==> src/rim_pkg.sv <==
`default_nettype none
package rim_pkg;
  localparam int CH_COUNT = 8;
  localparam int ADDR_W = 4;
  localparam int DATA_W = 8;
  localparam logic [ADDR_W-1:0] ON_ADDR = 4'h0;
  localparam logic [ADDR_W-1:0] INMAP_ADDR = 4'h1;
  localparam logic [ADDR_W-1:0] REMAP_ADDR = 4'h2;
  localparam logic [ADDR_W-1:0] STATUS_ADDR = 4'h3;
  localparam logic [DATA_W-1:0] ON_RESET = 8'h00;
  // Mappable input drives channel 3 only after reset
  localparam logic [DATA_W-1:0] INMAP_RESET = 8'h08;
  localparam logic [1:0] REMAP_RESET = 2'h0;
  localparam int REMAP_CH0_BIT = 0;
  localparam int REMAP_CH2_BIT = 1;
  localparam int DIRECT_CH0 = 0;
  localparam int DIRECT_CH2 = 2;
  localparam logic [DATA_W-1:0] READ_IDLE = 8'h00;
endpackage
`default_nettype wire

==> src/rim_chan_if.sv <==
`timescale 1ns/1ns
`default_nettype none
interface rim_chan_if #(
  parameter int CH_COUNT = 8
);
  logic [CH_COUNT-1:0] on_bit;
  logic [CH_COUNT-1:0] use_direct;
  logic [CH_COUNT-1:0] map_en;
  logic [CH_COUNT-1:0] direct_pin;
  logic mapped_pin;
  logic standby;
  // One bit from each channel instance, so a net rather than a variable
  wire logic [CH_COUNT-1:0] drive;
  modport ctrl (
    output on_bit, use_direct, map_en, direct_pin, mapped_pin, standby,
    input drive
  );
  modport chan (
    input on_bit, use_direct, map_en, direct_pin, mapped_pin, standby,
    output drive
  );
endinterface
`default_nettype wire

==> src/rim_chan.sv <==
`timescale 1ns/1ns
`default_nettype none
module rim_chan #(
  parameter int IDX = 0
) (
  input wire logic core_clk_in,
  input wire logic sys_rst_in,
  rim_chan_if.chan bus
);
  logic drive;
  logic next_drive;
  logic pin_ctrl;

  always_comb begin
    // Direct pin or mappable input, never both
    pin_ctrl = bus.use_direct[IDX] ? bus.direct_pin[IDX]
                                   : (bus.map_en[IDX] & bus.mapped_pin);
    // Pin high acts like a serial on command
    next_drive = (bus.on_bit[IDX] | pin_ctrl) & ~bus.standby;
  end

  always_ff @(posedge core_clk_in) begin
    if (sys_rst_in) begin
      drive <= 1'b0;
    end else begin
      drive <= next_drive;
    end
  end

  assign bus.drive[IDX] = drive;
endmodule // rim_chan
`default_nettype wire

==> src/rim_top.sv <==
`timescale 1ns/1ns
`default_nettype none
module rim_top #(
  parameter int CH_COUNT = rim_pkg::CH_COUNT
) (
  input wire logic core_clk_in,
  input wire logic sys_rst_in,
  input wire logic rst_n_in,
  input wire logic direct_input_ch0_in,
  input wire logic direct_input_ch2_in,
  input wire logic mappable_input_in,
  input wire logic [rim_pkg::ADDR_W-1:0] addr_in,
  input wire logic [rim_pkg::DATA_W-1:0] wr_data_in,
  input wire logic wr_in,
  input wire logic rd_in,
  output logic [rim_pkg::DATA_W-1:0] rd_data_out,
  output logic [CH_COUNT-1:0] switch_output_out
);
  logic [CH_COUNT-1:0] on_reg;
  logic [CH_COUNT-1:0] inmap_reg;
  logic [1:0] remap_reg;
  logic [rim_pkg::DATA_W-1:0] rd_data;
  logic [CH_COUNT-1:0] next_on_reg;
  logic [CH_COUNT-1:0] next_inmap_reg;
  logic [1:0] next_remap_reg;
  logic [rim_pkg::DATA_W-1:0] next_rd_data;
  logic ch0_remap_flag;
  logic ch2_remap_flag;
  logic [CH_COUNT-1:0] direct_mask;

  rim_chan_if #(.CH_COUNT(CH_COUNT)) chan_bus ();

  assign ch0_remap_flag = remap_reg[rim_pkg::REMAP_CH0_BIT];
  assign ch2_remap_flag = remap_reg[rim_pkg::REMAP_CH2_BIT];

  // Map bits of the direct channels are stored but never steer a pin
  always_comb begin
    direct_mask = '0;
    direct_mask[rim_pkg::DIRECT_CH0] = 1'b1;
    direct_mask[rim_pkg::DIRECT_CH2] = 1'b1;
  end

  always_comb begin
    next_on_reg = on_reg;
    next_inmap_reg = inmap_reg;
    next_remap_reg = remap_reg;
    next_rd_data = rim_pkg::READ_IDLE;
    if (!rst_n_in) begin
      // Pin reset wins over any write in flight
      next_on_reg = rim_pkg::ON_RESET;
      next_inmap_reg = rim_pkg::INMAP_RESET;
      next_remap_reg = rim_pkg::REMAP_RESET;
    end else if (wr_in) begin
      unique case (addr_in)
        rim_pkg::ON_ADDR: next_on_reg = wr_data_in;
        rim_pkg::INMAP_ADDR: next_inmap_reg = wr_data_in;
        rim_pkg::REMAP_ADDR: next_remap_reg = wr_data_in[1:0];
        default: ;
      endcase
    end
    if (rd_in) begin
      unique case (addr_in)
        rim_pkg::ON_ADDR: next_rd_data = on_reg;
        rim_pkg::INMAP_ADDR: next_rd_data = inmap_reg;
        rim_pkg::REMAP_ADDR: next_rd_data = {6'h00, remap_reg};
        rim_pkg::STATUS_ADDR: next_rd_data = switch_output_out;
        default: next_rd_data = rim_pkg::READ_IDLE;
      endcase
    end
  end

  always_ff @(posedge core_clk_in) begin
    if (sys_rst_in) begin
      on_reg <= rim_pkg::ON_RESET;
      inmap_reg <= rim_pkg::INMAP_RESET;
      remap_reg <= rim_pkg::REMAP_RESET;
      rd_data <= rim_pkg::READ_IDLE;
    end else begin
      on_reg <= next_on_reg;
      inmap_reg <= next_inmap_reg;
      remap_reg <= next_remap_reg;
      rd_data <= next_rd_data;
    end
  end

  always_comb begin
    chan_bus.on_bit = on_reg;
    chan_bus.mapped_pin = mappable_input_in;
    // Standby keeps every stage off while the pin is low
    chan_bus.standby = ~rst_n_in;
    chan_bus.direct_pin = '0;
    chan_bus.direct_pin[rim_pkg::DIRECT_CH0] = direct_input_ch0_in;
    chan_bus.direct_pin[rim_pkg::DIRECT_CH2] = direct_input_ch2_in;
    // Channels without a direct pin use the per-channel map bit
    chan_bus.use_direct = '0;
    chan_bus.map_en = inmap_reg;
    chan_bus.use_direct[rim_pkg::DIRECT_CH0] = ~ch0_remap_flag;
    chan_bus.map_en[rim_pkg::DIRECT_CH0] = ch0_remap_flag;
    chan_bus.use_direct[rim_pkg::DIRECT_CH2] = ~ch2_remap_flag;
    chan_bus.map_en[rim_pkg::DIRECT_CH2] = ch2_remap_flag;
  end

  for (genvar i = 0; i < CH_COUNT; i++) begin : g_chan
    rim_chan #(.IDX(i)) u_chan (
      .core_clk_in(core_clk_in),
      .sys_rst_in(sys_rst_in),
      .bus(chan_bus.chan)
    );
  end

  assign switch_output_out = chan_bus.drive;
  assign rd_data_out = rd_data;
endmodule // rim_top
`default_nettype wire
==> config.mk <==
export PLATFORM = sky130hd
export DESIGN_NAME = rim_top
export DESIGN_NICKNAME = d
export VERILOG_FILES = /design/src/rim_pkg.sv /design/src/rim_chan_if.sv /design/src/rim_chan.sv /design/src/rim_top.sv
export SDC_FILE = /design/constraint.sdc
export NUM_CORES = 1
export LEC_CHECK = 0
export BUFFER_PORTS_ARGS = -buffer_cell sky130_fd_sc_hd__buf_2
export CORE_UTILIZATION = 36
export CTS_BUF_LIST = sky130_fd_sc_hd__clkbuf_4
export CTS_CLUSTER_DIAMETER = 100
export CTS_CLUSTER_SIZE = 20
export DETAILED_ROUTE_END_ITERATION = 10
export PLACE_DENSITY = 0.56
export SYNTH_ARGS = -nofsm -noshare
export SYNTH_HDL_FRONTEND = slang
export SYNTH_SLANG_ARGS = --single-unit
==> constraint.sdc <==
create_clock -name core_clk_in -period 2.9 [get_ports core_clk_in]
set_input_delay 0.145 -clock core_clk_in [delete_from_list [all_inputs] [get_ports core_clk_in]]
set_output_delay 0.145 -clock core_clk_in [all_outputs]
set_load 0.005 [all_outputs]
==> out/summary.txt, run 1 <==
Die Span X: 65.28 um
Routed met1 length: 1376 um
Slew @ Worst Pin: 0.5591 ns
Setup violations, final: 0
sequential cell area fraction in the yosys report: 0.4722
Fin Clk Skew: 0.01121 ns
pin count of the biggest net entering global routing: 26
crit-path max FO: 4
startpoint types: register
CTS tree: built
first-pass GRT wire length: 4954 um
CP Data Arrival Time: 1.34 ns
CTS Buffer Depth: 2
maximum vdd drop: 0.3163 mV
die height: 65.28 um
CP Cell Sequence: mux4_1 > nor2b_1
Slew Limit Headroom: 0.6253
power per cell area: 529.6 nW/um2
max_cap viols: 0
routed vias/inst: 4.848
met2 WL: 1446 um
dpl hpwl: 2227 um
first-pass iteration count of the detailed router: 4
status: completed
clock sinks: 34
Max Used Layer: met4
Mapped Area: 1441 um2
post-synth cell types: 27
worst skew pair latency: 0.35 ns
Placer Congestion: 0.7921
Setup Crit Path Kind: register to register
period utilization: 0.3778
diode count: 0
Slew Viols, Final: 0
# port buffers: 35
Final Hold Viols: 0
Post-CTS Setup Bufs: 0
antenna-violating nets left: 0
synth warn: 0
vias in the first global route: 1071
Final Net Count: 194
crit-path max cell delay: 0.48 ns
Crit. End Element: register
Initial Utilization: 0.3850
Post-CTS Hold Fix Bufs: 0
Worst path slowest cell: mux4_1
Total GRT Usage: 0.1570
DRC Markers: 0
I/O pin total: 36
setup tns final: 0 ns
commonest non-fill, non-tap cells in the layout: buf_2, dfxtp_1, nand2_1, mux2i_1, nor2_1
hold slack: 0.04846 ns
Wirelength per Cell: 13.43 um
Worst-path clk slew: 0.12 ns
final critical-path required period: 1.096 ns
Placed Instances: 215
crit-path leading delay family: multiplexers
Post-Syn Nets: 168
Mapped Avg Cell Area: 9.739 um2
Fillers: 418
CTS resizes: 0
Area growth, synth to finish: 15.02%
FF+latch count, synth: 34
Syn Inst Count: 148
fmax: 912.7 MHz
hold crit path type: input pin to register
commonest non-fill, non-tap cell in the layout: buf_2
Leakage: 0.7268 nW
share of layout cells above drive strength 1: 0.3029
Rows: 22
DRT Wirelength: 2994 um
1st-iter DRT viols: 56
initial antenna violation count: 0
die area: 4261 um2
TritonCTS buffer count: 5
Non-Filler Instances: 223
routed length on met3: 131 um
RSZ-0062 raised after global routing: no
H-tree levels: 2
total grt overflow: 0
Buf+Inv Stages, Crit Path: 0
CP required: 3.14 ns
routed via count: 1081
Root Buffer: clkbuf_4
core area: 3744 um2
Final Power: 0.8780 mW
[cells in the mapped netlist, drive strengths merged]
library cell | number | area share
nor2b | 5 | 0.022
dfxtp | 34 | 0.47
nor2 | 17 | 0.044
buf | 12 | 0.055
or4b | 1 | 0.0069
or3 | 1 | 0.0078
a21oi | 6 | 0.021
mux4 | 2 | 0.036
mux2i | 17 | 0.12
mux2 | 6 | 0.047
clkbuf | 5 | 0.021
a211oi | 2 | 0.010
nor3b | 1 | 0.0052
nand2 | 25 | 0.065
nand2b | 1 | 0.0043
o21ai | 1 | 0.0035
nor3 | 1 | 0.0069
nand3 | 1 | 0.0035
inv | 1 | 0.0026
and3 | 1 | 0.0043
nand4 | 1 | 0.0043
or3b | 1 | 0.0078
a22oi | 6 | 0.031
[where the power goes]
| group | total (mW) | switching (mW) | internal, mW | leakage [nW] |
|---|---|---|---|---|
| Clock | 0.351 | 0.170 | 0.181 | 0.0374 |
| Sequential | 0.472 | 0.00191 | 0.470 | 0.274 |
| Combinational | 0.0552 | 0.0312 | 0.0240 | 0.415 |
| Total | 0.878 | 0.203 | 0.675 | 0.727 |
[metrics by stage]
step                utilization  area [um2]  setup WS [ns]
detailed placement       0.4208        1575          1.475
floorplan                     -        1441          1.790
global route             0.4428        1658          1.749
global placement         0.4208        1575          1.513
CTS                      0.4428        1658          1.795
finish                   0.4428        1658          1.804
[worst paths after layout]
check	depth (start not counted)	slack (ns)	to	start
min	3	0.05	chan_bus.on_bit[3]	wr_data_in[3]
max	2	1.80	rd_data_out[1]	remap_reg[1]
min reg2reg	2	0.47	inmap_reg[0]	inmap_reg[0]
max reg2reg	2	1.80	rd_data_out[1]	remap_reg[1]
[metal layers]
metal,vias up,GRT usage
li1,549,-
met1,502,0.1898
met2,26,0.2577
met3,4,0.04688
met4,0,0.06522
met5,-,0
[cell type report]
cell class	count	area [um2]	area share
Clock buffer	5	37.54	0.02264
Tap cell	48	60.06	0.03623
Clock inverter	3	45.04	0.02717
Timing Repair Buffer	36	182.7	0.1102
Sequential cell	34	680.7	0.4106
Inverter	1	3.754	0.002264
Multi-Input combinational cell	96	648.1	0.3909
[tightest hold or removal path: stages]
cell     delay (ns)
buf_2          0.10
nand4_1        0.07
o21ai_0        0.07
[kinds of logic after synthesis]
family	count (synthesis)	share of synthesized area
AND/OR/NAND/NOR	56	0.1823
flip-flops	34	0.4722
multiplexers	25	0.2014
buffers and inverters	18	0.07811
AO/OA/AOI/OAI	15	0.06596
Note: power is estimated with default switching activity, not from simulation.
==> run 2, diff against run 1 <==
ABC_AREA = 1   (was not set)
PLACE_DENSITY = 0.57   (was 0.56)
clock period = 1 ns   (was 2.9 ns; I/O delays follow)
==> run 2 against run 1 <==
  * Combinational power increased to 5.2 times the previous value
  * Highest routed layer unchanged
  * Clock power increased to 2.8 times the previous value
  * Worst setup slack got worse by 1.7 ns
  * Clock-buffer cell count unchanged
  * Area after synthesis increased by 5.6%
  * Flip-flop and latch count unchanged
  * Synthesized cell count increased by 44%
  * Sequential share of layout area decreased by 6.7 points
  * Non-clock buffer count increased by 24
==> out/summary.txt, run 2 <==
share of Yosys cell area claimed by the top area cell type: 0.4470 (-0.02522)
Post-CTS Setup Bufs: 0 (unchanged)
diode count: 0 (unchanged)
Final Hold Viols: 0 (unchanged)
Worst path slowest cell: dfxtp_1
Rows: 23 (+4.5%)
commonest register cell after synthesis: dfxtp_1
Post-Syn Nets: 233 (+39%)
synth warn: 0 (unchanged)
Final Net Count: 281 (+45%)
crit-path leading delay family: flip-flops
Crit. End Element: output port
Placer Congestion: 0.7631 (-3.7%)
total grt overflow: 0 (unchanged)
antenna-violating nets left: 0 (unchanged)
Slew Viols, Final: 0 (unchanged)
crit-path max cell delay: 0.36 ns (-0.12 ns)
Multi-input gate area: 626.9 um2 (-3.3%)
Non-Filler Instances: 312 (+40%)
TritonCTS buffer count: 5 (unchanged)
Slew @ Worst Pin: 0.2191 ns (-0.3400 ns)
Leakage: 1.003 nW (+38%)
power per cell area: 1344 nW/um2 (+150%)
Setup Crit Path Kind: register to output port
clock sinks: 34 (unchanged)
sequential cell area fraction in the yosys report: 0.4470 (-0.02522)
Setup violations, final: 0 (unchanged)
DP Worst Slack: 0.05464 ns (-1.420 ns)
most used routing layer: met2
Mapped Avg Cell Area: 7.149 um2 (-27%)
status: completed
met3 Usage GRT: 0.05137 (+0.004495)
Yosys top cell by area: dfxtp_1
DRT Wirelength: 3720 um (+24%)
startpoint types: register
1st-iter DRT viols: 70 (+25%)
Buf+Inv Stages, Crit Path: 1 (+1)
DRC Markers: 0 (unchanged)
crit-path max FO: 2 (-2)
H-tree levels: 2 (unchanged)
core area: 4029 um2 (+7.6%)
hold slack: 0.007590 ns (-0.04087 ns)
post-synth cell types: 15 (-44%)
die height: 67.04 um (+2.7%)
Root Buffer: clkbuf_4
CTS tree: built
commonest non-fill, non-tap cell in the layout: nand2_1
period utilization: 0.8504
GRT met1 Usage: 0.2430 (+0.05324)
post-route design area: 1981 um2 (+19%)
worst skew pair latency: 0.33 ns (-0.02 ns)
FF+latch count, synth: 34 (unchanged)
Final Power: 2.662 mW (+200%)
Async SR Flop Fraction: 0 (unchanged)
Die Span X: 67.04 um (+2.7%)
pin count of the biggest net entering global routing: 17 (-35%)
routed vias/inst: 4.641 (-4.3%)
dpl hpwl: 2508 um (+13%)
register area: 680.7 um2 (unchanged)
Fillers: 415 (-0.72%)
Post-synth top cells: nand2_1, nand3_1, dfxtp_1, nor2_1, inv_1
Placed Instances: 294 (+37%)
Syn Inst Count: 213 (+44%)
Wirelength per Cell: 11.92 um (-11%)
CTS resizes: 0 (unchanged)
Slew Limit Headroom: 0.8538 (+0.2285)
Mapped Area: 1523 um2 (+5.6%)
number of synthesized flops with an enable pin: 0 (unchanged)
vias in the first global route: 1273 (+19%)
Total GRT Usage: 0.1844 (+0.02748)
Area growth, synth to finish: 30.07%
final critical-path required period: 0.8504 ns
Worst-path clk slew: 0.11 ns (about the same)
setup tns final: 0 ns (unchanged)
share of layout cells above drive strength 1: 0.2405 (-0.06240)
hold crit path type: input pin to register
first-pass iteration count of the detailed router: 5 (+1)
Initial Utilization: 0.3780 (-0.007076)
routed via count: 1448 (+34%)
initial antenna violation count: 0 (unchanged)
top cells by area, synth: dfxtp_1, nand3_1, nand2_1
Fin Clk Skew: 0.005295 ns (-0.005914 ns)
I/O pin total: 36 (unchanged)
CP Data Arrival Time: 0.80 ns (-0.54 ns)
fin worst setup slack: 0.1496 ns (-1.655 ns)
maximum vdd drop: 0.5678 mV (+80%)
Final Util: 0.4916 (+0.04877)
DP Area: 1803 um2 (+14%)
count leader, synth: nand2_1
RSZ-0062 raised after global routing: no
# port buffers: 35 (unchanged)
CP Cell Sequence: buf_2
fmax: 1176 MHz
die area: 4494 um2 (+5.5%)
M2 GR Usage: 0.2800 (+0.02227)
Post-CTS Hold Fix Bufs: 10 (+10)
max_cap viols: 0 (unchanged)
CP required: 0.95 ns (-2.19 ns)
CTS Buffer Depth: 2 (unchanged)
commonest non-fill, non-tap cells in the layout: nand2_1, nand3_1, buf_2, dfxtp_1, nor2_1
first-pass GRT wire length: 6016 um (+21%)
[run 2: changes by cell type after synthesis, moves of 5 or more]
cell | before | now
a21oi_1 | 6 | 15
a22oi_1 | 6 | 0
inv_1 | 1 | 21
mux2_2 | 6 | 0
mux2i_1 | 17 | 0
nand2_1 | 25 | 49
nand3_1 | 1 | 37
nand4_1 | 1 | 10
nor2_1 | 17 | 23
nor2b_1 | 5 | 0
[run 2: per-layer routing]
metal | up-vias | share of wire
li1 | 771 | -
met5 | - | 0
met4 | 0 | 0.0070
met1 | 626 | 0.45
met3 | 2 | 0.067
met2 | 49 | 0.47
[run 2: logic make-up after synthesis]
family / synth area share
simple gates: 0.3624
buf+inv: 0.1413
flops: 0.4470
compound gates: 0.04930
[run 2: cell type report]
cell class / instances / share of cell area
Clock buffer: 5 / 0.01895
Tap cell: 50 / 0.03159
Sequential cell: 34 / 0.3437
Inverter: 22 / 0.04169
Clock inverter: 3 / 0.02021
Timing Repair Buffer: 60 / 0.2274
Multi-Input combinational cell: 138 / 0.3165
[run 2: worst paths after layout]
check	to	from	slack, ns	cells after the start
worst max-delay path	switch_output_out[7]	g_chan[7].u_chan.drive	0.15	1
worst min-delay path	rd_data_out[1]	rd_in	0.008	3
worst max register to register	rd_data_out[1]	remap_reg[1]	0.23	4
worst min register to register	inmap_reg[2]	inmap_reg[2]	0.47	2
[run 2: power breakdown]
group,switching (mW),total [mW],internal [mW],leakage [nW]
sequential,0.00604,1.37,1.36,0.274
clock,0.486,1.00,0.518,0.0450
combinational,0.152,0.287,0.135,0.683
